===== config.mk =====
export PLATFORM = sky130hd
export DESIGN_NAME = bridge_excitation_front_end_ctrl
export DESIGN_NICKNAME = d
export VERILOG_FILES = /design/src/bridge_ctrl_pkg.sv /design/src/bridge_excitation_front_end_ctrl.sv
export SDC_FILE = /design/constraint.sdc
export NUM_CORES = 1
export LEC_CHECK = 0
export BUFFER_PORTS_ARGS = -buffer_cell sky130_fd_sc_hd__buf_4
export CAP_MARGIN = 10
export CORE_MARGIN = 4
export CORE_UTILIZATION = 40
export CTS_BUF_LIST = sky130_fd_sc_hd__clkbuf_4 sky130_fd_sc_hd__clkbuf_8
export CTS_CLUSTER_SIZE = 20
export DETAILED_ROUTE_END_ITERATION = 8
export GPL_TIMING_DRIVEN = 0
export PLACE_DENSITY = 0.62
export RECOVER_POWER = 25
export SLEW_MARGIN = 25
export SYNTH_ARGS = -nofsm -noshare
export SYNTH_HDL_FRONTEND = slang
export SYNTH_SLANG_ARGS = --single-unit

===== constraint.sdc =====
create_clock -name clk_i -period 4.86 [get_ports clk_i]
set_input_delay 0.729 -clock clk_i [delete_from_list [all_inputs] [get_ports clk_i]]
set_output_delay 0.729 -clock clk_i [all_outputs]
set_load 0.01 [all_outputs]

===== src/bridge_ctrl_pkg.sv =====
// Purpose: Shared constants and types for the bridge excitation controller
// Assumes: 100 MHz clock, 32-bit classic Wishbone register access
// Notes:   Byte offsets are word aligned
package bridge_ctrl_pkg;

  localparam int unsigned CLK_MHZ         = 100;
  localparam int unsigned SETTLE_SHORT_US = 100;
  localparam int unsigned SETTLE_LONG_US  = 200;
  localparam int unsigned SETTLE_SHORT_CYC = SETTLE_SHORT_US * CLK_MHZ;
  localparam int unsigned SETTLE_LONG_CYC  = SETTLE_LONG_US * CLK_MHZ;

  // Register byte offsets
  localparam logic [7:0] CFG_OFS    = 8'h00;
  localparam logic [7:0] MODE_OFS   = 8'h04;
  localparam logic [7:0] STAT_OFS   = 8'h08;
  localparam logic [7:0] MASK_OFS   = 8'h0c;
  localparam logic [7:0] DATA_OFS   = 8'h10;
  localparam logic [7:0] OFFCOEF_OFS = 8'h14;
  localparam logic [7:0] FSCOEF_OFS  = 8'h18;

  // Configuration field positions
  localparam int unsigned CFG_GAIN_LSB  = 0;
  localparam int unsigned CFG_UNIPOLAR  = 3;
  localparam int unsigned CFG_VREF_MON  = 4;
  localparam int unsigned CFG_OPEN_TEST = 5;
  localparam int unsigned CFG_ACX_EN    = 6;
  localparam int unsigned CFG_RATE_LSB  = 8;

  // Status bits (all sticky, write one to clear, missing vref included)
  localparam int unsigned ST_MISSING_VREF = 0;
  localparam int unsigned ST_FAULT        = 1;
  localparam int unsigned ST_DATA_READY   = 2;
  localparam int unsigned ST_CAL_DONE     = 3;

  localparam logic [31:0] CFG_RST     = 32'h0000_0100;
  localparam logic [23:0] OFFCOEF_RST = 24'h80_0000;
  localparam logic [23:0] FSCOEF_RST  = 24'h50_0000;
  localparam logic [23:0] ALL_ONES    = 24'hff_ffff;

  typedef enum logic [2:0] {
    MODE_CONT     = 3'b000,
    MODE_SINGLE   = 3'b001,
    MODE_IDLE     = 3'b010,
    MODE_PDOWN    = 3'b011,
    MODE_CAL_OFS  = 3'b100,
    MODE_CAL_FS   = 3'b101
  } op_mode_t;

  typedef enum logic [1:0] {
    ST_OFF    = 2'b00,
    ST_SETTLE = 2'b01,
    ST_CONV   = 2'b10
  } seq_state_t;

  typedef struct packed {
    logic phase_a;
    logic phase_a_n;
    logic phase_b;
    logic phase_b_n;
  } excite_t;

  typedef struct packed {
    logic        valid;
    logic [23:0] code;
  } sample_t;

endpackage


===== src/bridge_excitation_front_end_ctrl.sv =====
// Purpose: Control logic around a 24-bit sigma-delta front end with
//          ac bridge excitation drive
// Assumes: Modulator result arrives as a signed 24-bit word with a strobe
// Notes:   Registers over classic Wishbone, one level interrupt
//
// Behaviour
// - Front-end gain follows the three gain-select bits: 1,8,16,32,64,128.
// - Reference monitoring runs only while its enable bit is one.
// - Invalid reference while monitoring sets the missing-reference status flag.
// - Normal conversions report all ones while reference is missing.
// - Missing reference during calibration blocks coefficient update, sets fault.
// - Unipolar coding is straight binary, zero to all ones except the LSB, which stays zero.
// - Bipolar coding is offset binary, zero input gives only MSB set.
// - Polarity-select bit chooses unipolar or bipolar range and coding.
// - Both open-circuit test currents switch on or off together.
// - Two complementary excitation pairs never change in overlapping cycles.
// - AC mode reverses polarity every conversion cycle, sampling kept in step.
// - Settle 100 us after each switch when rate is one, else 200 us.
// - Excitation switching rate scales with the programmed output rate; code switches per modulator result, rate only picks the settle.
// - AC disabled: phase A and inverted B high, others low.
// - Power-down: true outputs low, inverted outputs high.
// - Single mode converts once then powers down, outputs disconnected.
//
// The Wishbone register port and the register addresses were left to the implementer.
`timescale 1ns/1ps
module bridge_excitation_front_end_ctrl
  import bridge_ctrl_pkg::*;
#(
  parameter int unsigned SHORT_SETTLE = SETTLE_SHORT_CYC,
  parameter int unsigned LONG_SETTLE  = SETTLE_LONG_CYC
)(
  // Clock and reset
  input  wire logic        clk_i,
  input  wire logic        srst_i,
  // Wishbone slave
  input  wire logic        cyc_i,
  input  wire logic        stb_i,
  input  wire logic        we_i,
  input  wire logic [7:0]  adr_i,
  input  wire logic [3:0]  sel_i,
  input  wire logic [31:0] dat_i,
  output logic      [31:0] dat_o,
  output logic             ack_o,
  // Analog front end
  input  wire logic        vref_invalid_i,
  input  wire logic        mod_rdy_i,
  input  wire logic [23:0] mod_result_i,
  output logic      [2:0]  pga_gain_sel_o,
  output logic             bipolar_range_o,
  output logic             test_current_src_o,
  output logic             test_current_snk_o,
  output logic             front_end_power_o,
  output logic             sample_enable_o,
  // Bridge drive
  output excite_t          excite_o,
  // Interrupt
  output logic             irq_o
);

  logic [31:0] cfg_q;
  op_mode_t    mode_q;
  logic [3:0]  status_q;
  logic [3:0]  mask_q;
  logic [23:0] data_q;
  logic [23:0] offcoef_q;
  logic [23:0] fscoef_q;
  seq_state_t  state_q;
  logic [15:0] settle_q;
  logic        polarity_q;
  logic        gap_q;
  logic        cal_bad_q;
  excite_t     excite_d;
  sample_t     coded;

  wire       wr_stb    = cyc_i && stb_i && we_i && !ack_o;
  wire       rd_stb    = cyc_i && stb_i && !ack_o;
  wire [9:0] rate      = cfg_q[CFG_RATE_LSB +: 10];
  wire       unipolar  = cfg_q[CFG_UNIPOLAR];
  wire       ac_en     = cfg_q[CFG_ACX_EN];
  wire       mon_en    = cfg_q[CFG_VREF_MON];
  wire       missing   = mon_en && vref_invalid_i;
  wire       calib     = (mode_q == MODE_CAL_OFS) || (mode_q == MODE_CAL_FS);
  wire       running   = (mode_q == MODE_CONT) || (mode_q == MODE_SINGLE) ||
                         calib;
  wire       conv_done = (state_q == ST_CONV) && mod_rdy_i;

  // Merge byte lanes into an old word
  function automatic logic [31:0] lane_merge(input logic [31:0] old,
                                             input logic [31:0] nw,
                                             input logic [3:0]  sel);
    logic [31:0] r;
    r = old;
    for (int i = 0; i < 4; i++)
      if (sel[i])
        r[8*i +: 8] = nw[8*i +: 8];
    return r;
  endfunction

  function automatic logic [15:0] settle_len(input logic [9:0] fs);
    logic [15:0] r;
    r = (fs == 10'h001) ? 16'(SHORT_SETTLE) : 16'(LONG_SETTLE);
    return r;
  endfunction

  // Modulator word is two's complement; bipolar adds half scale
  always_comb
  begin
    coded.valid = conv_done;
    if (unipolar)
      coded.code = mod_result_i[23] ? 24'h00_0000
                                    : {mod_result_i[22:0], 1'b0};
    else
      coded.code = {~mod_result_i[23], mod_result_i[22:0]};
  end

  // Bus acknowledge, one cycle after request
  always_ff @(posedge clk_i)
  begin
    if (srst_i)
      ack_o <= 1'b0;
    else
      ack_o <= cyc_i && stb_i && !ack_o;
  end

  always_ff @(posedge clk_i)
  begin
    if (srst_i)
      dat_o <= 32'h0000_0000;
    else if (rd_stb)
    begin
      case (adr_i)
        CFG_OFS:     dat_o <= cfg_q;
        MODE_OFS:    dat_o <= {29'h0, mode_q};
        STAT_OFS:    dat_o <= {28'h0, status_q};
        MASK_OFS:    dat_o <= {28'h0, mask_q};
        DATA_OFS:    dat_o <= {8'h00, data_q};
        OFFCOEF_OFS: dat_o <= {8'h00, offcoef_q};
        FSCOEF_OFS:  dat_o <= {8'h00, fscoef_q};
        default:     dat_o <= 32'h0000_0000;
      endcase
    end
  end

  always_ff @(posedge clk_i)
  begin
    if (srst_i)
      cfg_q <= CFG_RST;
    else if (wr_stb && adr_i == CFG_OFS)
      cfg_q <= lane_merge(cfg_q, dat_i, sel_i) & 32'h0003_ff7f;
  end

  // Single conversion and calibrations fall back to power-down
  always_ff @(posedge clk_i)
  begin
    if (srst_i)
      mode_q <= MODE_PDOWN;
    else if (wr_stb && adr_i == MODE_OFS && sel_i[0])
      mode_q <= op_mode_t'(dat_i[2:0]);
    else if (conv_done && mode_q != MODE_CONT)
      mode_q <= MODE_PDOWN;
  end

  always_ff @(posedge clk_i)
  begin
    if (srst_i)
      mask_q <= 4'h0;
    else if (wr_stb && adr_i == MASK_OFS && sel_i[0])
      mask_q <= dat_i[3:0];
  end

  // Sticky events; a set in the clearing cycle wins
  always_ff @(posedge clk_i)
  begin
    if (srst_i)
      status_q <= 4'h0;
    else
    begin
      logic [3:0] clr;
      logic [3:0] set;
      clr = (wr_stb && adr_i == STAT_OFS && sel_i[0]) ? dat_i[3:0] : 4'h0;
      set = 4'h0;
      set[ST_MISSING_VREF] = missing;
      set[ST_FAULT]        = conv_done && calib && (cal_bad_q || missing);
      set[ST_DATA_READY]   = conv_done && !calib;
      set[ST_CAL_DONE]     = conv_done && calib;
      status_q <= (status_q & ~clr) | set;
    end
  end

  // Reference loss anywhere in a calibration spoils it
  always_ff @(posedge clk_i)
  begin
    if (srst_i)
      cal_bad_q <= 1'b0;
    else if (!calib || conv_done)
      cal_bad_q <= 1'b0;
    else if (missing)
      cal_bad_q <= 1'b1;
  end

  always_ff @(posedge clk_i)
  begin
    if (srst_i)
      data_q <= 24'h00_0000;
    else if (coded.valid && !calib)
      data_q <= missing ? ALL_ONES : coded.code;
  end

  always_ff @(posedge clk_i)
  begin
    if (srst_i)
      offcoef_q <= OFFCOEF_RST;
    else if (wr_stb && adr_i == OFFCOEF_OFS && !running)
      offcoef_q <= 24'(lane_merge({8'h00, offcoef_q}, dat_i, sel_i));
    else if (conv_done && mode_q == MODE_CAL_OFS && !cal_bad_q && !missing)
      offcoef_q <= coded.code;
  end

  always_ff @(posedge clk_i)
  begin
    if (srst_i)
      fscoef_q <= FSCOEF_RST;
    else if (wr_stb && adr_i == FSCOEF_OFS && !running)
      fscoef_q <= 24'(lane_merge({8'h00, fscoef_q}, dat_i, sel_i));
    else if (conv_done && mode_q == MODE_CAL_FS && !cal_bad_q && !missing)
      fscoef_q <= coded.code;
  end

  // Conversion sequencer: settle, then convert
  always_ff @(posedge clk_i)
  begin
    if (srst_i)
    begin
      state_q  <= ST_OFF;
      settle_q <= 16'h0000;
    end
    else
    begin
      case (state_q)
        ST_OFF:
        begin
          if (running)
          begin
            state_q  <= ST_SETTLE;
            settle_q <= settle_len(rate);
          end
        end
        ST_SETTLE:
        begin
          if (!running)
            state_q <= ST_OFF;
          else if (settle_q <= 16'h0001)
            state_q <= ST_CONV;
          else
            settle_q <= settle_q - 16'h0001;
        end
        ST_CONV:
        begin
          if (!running || (conv_done && mode_q != MODE_CONT))
            state_q <= ST_OFF;
          else if (conv_done && ac_en)
          begin
            state_q  <= ST_SETTLE;
            settle_q <= settle_len(rate);
          end
        end
        default:
          state_q <= ST_OFF;
      endcase
    end
  end

  // Switch every conversion; conversion period is the settle plus the wait for the modulator strobe
  always_ff @(posedge clk_i)
  begin
    if (srst_i)
      polarity_q <= 1'b0;
    else if (!ac_en || !running)
      polarity_q <= 1'b0;
    else if (conv_done)
      polarity_q <= ~polarity_q;
  end

  always_comb
  begin
    if (!running)
      excite_d = '{phase_a: 1'b0, phase_a_n: 1'b1,
                   phase_b: 1'b0, phase_b_n: 1'b1};
    else if (!ac_en || !polarity_q)
      excite_d = '{phase_a: 1'b1, phase_a_n: 1'b0,
                   phase_b: 1'b0, phase_b_n: 1'b1};
    else
      excite_d = '{phase_a: 1'b0, phase_a_n: 1'b1,
                   phase_b: 1'b1, phase_b_n: 1'b0};
  end

  // Break-before-make: one cycle with all switches open on any change
  always_ff @(posedge clk_i)
  begin
    if (srst_i)
    begin
      excite_o <= '{phase_a: 1'b0, phase_a_n: 1'b1,
                    phase_b: 1'b0, phase_b_n: 1'b1};
      gap_q    <= 1'b0;
    end
    else if (excite_d != excite_o && !gap_q)
    begin
      excite_o <= '{phase_a: 1'b0, phase_a_n: 1'b1,
                    phase_b: 1'b0, phase_b_n: 1'b1};
      gap_q    <= 1'b1;
    end
    else
    begin
      excite_o <= excite_d;
      gap_q    <= 1'b0;
    end
  end

  always_ff @(posedge clk_i)
  begin
    if (srst_i)
    begin
      pga_gain_sel_o     <= 3'b000;
      bipolar_range_o    <= 1'b0;
      test_current_src_o <= 1'b0;
      test_current_snk_o <= 1'b0;
      front_end_power_o  <= 1'b0;
      sample_enable_o    <= 1'b0;
      irq_o              <= 1'b0;
    end
    else
    begin
      pga_gain_sel_o     <= cfg_q[CFG_GAIN_LSB +: 3];
      bipolar_range_o    <= !unipolar;
      test_current_src_o <= cfg_q[CFG_OPEN_TEST];
      test_current_snk_o <= cfg_q[CFG_OPEN_TEST];
      front_end_power_o  <= running;
      sample_enable_o    <= (state_q == ST_CONV) && !gap_q;
      irq_o              <= |(status_q & mask_q);
    end
  end

  a_test_pair_same: assert property (@(posedge clk_i) disable iff (srst_i)
    test_current_src_o == test_current_snk_o)
    else $error("test currents differ");

  a_pdown_outputs: assert property (@(posedge clk_i) disable iff (srst_i)
    (!running && !gap_q) [*2] |->
      excite_o == 4'b0101)
    else $error("power-down drive wrong");

  a_no_overlap: assert property (@(posedge clk_i) disable iff (srst_i)
    !(excite_o.phase_a && excite_o.phase_b))
    else $error("both phases on");

  a_gap_on_flip: assert property (@(posedge clk_i) disable iff (srst_i)
    $rose(excite_o.phase_b) |-> $past(excite_o) == 4'b0101)
    else $error("no gap before phase b");

  a_dc_static: assert property (@(posedge clk_i) disable iff (srst_i)
    (running && !ac_en) [*3] |-> excite_o == 4'b1001)
    else $error("dc drive wrong");

  a_clamp_ones: assert property (@(posedge clk_i) disable iff (srst_i)
    conv_done && !calib && missing |=> data_q == ALL_ONES)
    else $error("result not clamped");

  a_cal_inhibit: assert property (@(posedge clk_i) disable iff (srst_i)
    conv_done && mode_q == MODE_CAL_OFS && missing
      |=> $stable(offcoef_q) && status_q[ST_FAULT])
    else $error("calibration not inhibited");

  a_missing_vref_flag_flag: assert property (@(posedge clk_i) disable iff (srst_i)
    missing |=> status_q[ST_MISSING_VREF])
    else $error("missing flag not set");

  a_single_ends: assert property (@(posedge clk_i) disable iff (srst_i)
    conv_done && mode_q == MODE_SINGLE && !wr_stb
      |=> mode_q == MODE_PDOWN)
    else $error("single mode did not stop");

  a_settle_load: assert property (@(posedge clk_i) disable iff (srst_i)
    state_q == ST_CONV && conv_done && ac_en && running
      && mode_q == MODE_CONT
      |=> state_q == ST_SETTLE && settle_q == settle_len($past(rate)))
    else $error("settle not restarted");

endmodule


==> reports/metrics.csv <==
metric,value,unit
syn_area,0.00786,mm²
hold_ws,454,ps
place.gp.congestion,0.882,
relSlewSlack,35.8,%
final_hold_viol_count,0,
yosysTopAreaCell,dfxtp_1,
grt_first_pass_wirelength,40.3,mm
syn2layout_area_growth,17.8,%
via_per_inst,5.58,
outcome,finished clean,
wl_per_cell,19.6,µm
drive_gt1_share,14.7,%
synth_top_area_share,40.2,%
seq_area_frac_synth,40.2,%
route.vias.total,7398,
synth.distinct_cells,83,
fin_nets,1126,
endpoint,fscoef_q[18],
finalWirelength,26.0,mm
fillers,1993,
maxCapViolCount,0,
numCtsBuffers,17,
cp_common_cell,clkbuf_1,
cp_max_fo,10,
slowest_delay,520,ps
finalSetupViolCount,0,
start_kind,flop,
async_flop_share,0,%
hpwlAfterDp,19.0,mm
reg2reg_depth,6,
grt_max_degree,17,
hold_path_class,flop to flop,
synth_area_per_cell,8.52,µm²
ir_drop,0.000170,V
timing.critical_path.from,mode_q[1],
synth_cells,923,
cts-root-buf,clkbuf_8,
dieArea,0.0220,mm²
globalRouteOverflowTotal,0,
postRouteAntennaNets,0,
die_h,148,µm
r2r_end,fscoef_q[18],
clkTransAtPathRegs,90,ps
finalCriticalPeriod,2690,ps
synth-edff-count,0,
chipWidth,148,µm
max_freq,0.372,GHz
slew_violations,0,
synthFlopType,dfxtp_1,
antenna_found_initial,0,
clock_latency,460,ps
arrival,3050,ps
htreeDepth,4,
first_pass_iters,5,
worst_ep_required_time,5220,ps
tns,0,ps
worstMarginPinSlew,949,ps
fin_crit_sh,55.3,%
core_region_area,0.0194,mm²
max-clock-path-buffers,2,
drt_first_iter_violations,671,
worstPathCellList,clkbuf_1 > clkbuf_1 > nand4_1 > o21ai_2 > nand2_1 > o32ai_1,
post_cts_resized,0,
placementRows,51,
synth_area_leaders,"dfxtp_1 40%, mux2i_1 9.5%, o21ai_0 5.6%",
rr_startpoint,mode_q[1],
portBuffers,100,
grt_use_total,23.6,%
yosys_warnings,0,
antenna_cells,0,
worstSetupPathType,flop to flop,
end_kind,flop,
initial_core_util,40.5,%
cts_tree,yes,
leakagePower,3.72,nW
slowest_stage,clkbuf_1,
ios,121,
r2r_setup_slack,2170,ps
grt_pass1_vias,7198,
skew,16.8,ps
synth_seq_cells,158,
drcViolationCount,0,
cts_num_sinks,158,
rsz0062_at_grt,no,
cts_setup_buffers,0,
cts_hold_buf,0,
power_density,278,mW/mm²
## state kept, by name (all words and copies together), names as in the netlist, 2 cells and up
| register | flops |
|---|---|
| status_q | 4 |
| offcoef_q | 24 |
| mask_q | 4 |
| cfg_q | 17 |
| excite_o | 4 |
| pga_gain_sel_o | 3 |
| state_q | 2 |
| mode_q | 3 |
| fscoef_q | 24 |
| settle_q | 16 |
| dat_o | 24 |
| data_q | 24 |
## area by class of cell
| cell class | count | area (µm²) | area share, % |
|---|---|---|---|
| Multi-Input combinational cell | 664 | 4240 | 45.8 |
| Clock buffer | 21 | 270 | 2.92 |
| Clock inverter | 10 | 163 | 1.76 |
| Buffer | 74 | 358 | 3.86 |
| Inverter | 34 | 128 | 1.38 |
| Sequential cell | 158 | 3160 | 34.2 |
| Timing Repair Buffer | 100 | 608 | 6.57 |
| Tap cell | 265 | 332 | 3.58 |
## cell usage after synthesis, drive strengths merged, types with 6 or more instances
cell / n
o31ai: 7
dfxtp: 158
a22oi: 28
nand3b: 6
o32ai: 7
nor2b: 10
nor2: 87
nor4: 7
or4: 6
or3: 7
buf: 33
a31oi: 8
o21ai: 92
a21oi: 27
nand3: 10
nor3: 41
inv: 34
clkbuf: 41
nand2b: 7
mux2i: 75
nand2: 108
o2bb2ai: 37
and3: 6
## worst min path at each step
stage                                  to  depth (start not counted)           from
after floorplan           sample_enable_o                          1          gap_q
after global placement          dat_o[14]                          2      dat_o[14]
after detailed placement         dat_o[6]                          2       dat_o[6]
after CTS                   offcoef_q[23]                          2  offcoef_q[23]
after global routing        offcoef_q[13]                          1  offcoef_q[13]
final                            dat_o[6]                          2       dat_o[6]
## per-layer routing
layer,vias to the layer above,GRT usage [%],part of all wire [%]
met5,-,0,0
met4,0,7.44,2.1
met3,40,6.37,9.4
met2,336,37.4,46
met1,3471,31.5,43
li1,3551,-,-
## report_power, final
group | total, W | internal (W) | switching (W)
Combinational | 0.000187 | 0.0000698 | 0.000117
Clock | 0.00109 | 0.000588 | 0.000502
Sequential | 0.00129 | 0.00129 | 0.000000423
Total | 0.00257 | 0.00195 | 0.000619
## stage by stage
step / instances / util [%] / setup slack, ps / instance area (µm²) / total power (W)
after floorplan: 930 / - / 2650 / 7890 / 0.00141
after global placement: 1295 / 46.3 / 1920 / 8970 / 0.00151
after detailed placement: 1295 / 46.3 / 1900 / 8970 / 0.00151
after CTS: 1326 / 48.5 / 2380 / 9410 / 0.00258
after global routing: 1326 / 47.7 / 2040 / 9260 / 0.00265
final: 1326 / 47.7 / 2170 / 9260 / 0.00257
## cells by family (layout without fill, tap and decap cells)
kind of cell | after synthesis | count (layout) | share of synthesized area [%]
buffers and inverters | 108 | 239 | 6.21
AOI/OAI and AO/OA | 250 | 250 | 22.1
and+or+nand+nor | 323 | 323 | 20.7
xor gates and xnor gates | 1 | 1 | 0.111
muxes | 80 | 80 | 10.3
other | 1 | 8 | 0.0477
adders and majority gates | 2 | 2 | 0.318
DFF | 158 | 158 | 40.2
## layout by cell type (no fill, tap or decap), types with 4 or more instances in the layout
cell type  netlist  routed
nor4_1           4       4
nand3b_1         5       5
nand2_1        107     107
mux2i_1         75      75
o21ai_0         88      88
nand2b_1         6       6
dfxtp_1        158     158
a31o_1           4       4
buf_4           11      73
conb_1           1       8
o2bb2ai_1       37      37
or3_1            5       5
nor2b_1         10      10
a21oi_1         25      25
a22oi_1         28      28
and3_1           6       6
mux2_2           5       5
inv_1           34      34
nand3_1         10      10
a221oi_1         5       5
bufinv_16        0       4
o32ai_1          6       6
nand4_1          5       5
o22ai_1          5       5
clkbuf_1        41      82
or4_1            5       5
nor3_1          38      38
and2_1           5       5
buf_2           15      13
a31oi_1          7       7
o31ai_1          7       7
nor2_1          85      85
clkbuf_8         0      18
## worst max-delay path, delay by kind of cell (launching register included)
family | cells | cell delay, ps
DFF | 1 | 330
AOI/OAI and AO/OA | 2 | 790
and+or+nand+nor | 2 | 490
buffers and inverters | 2 | 960
No activity file was read; power rests on OpenSTA's default activity.
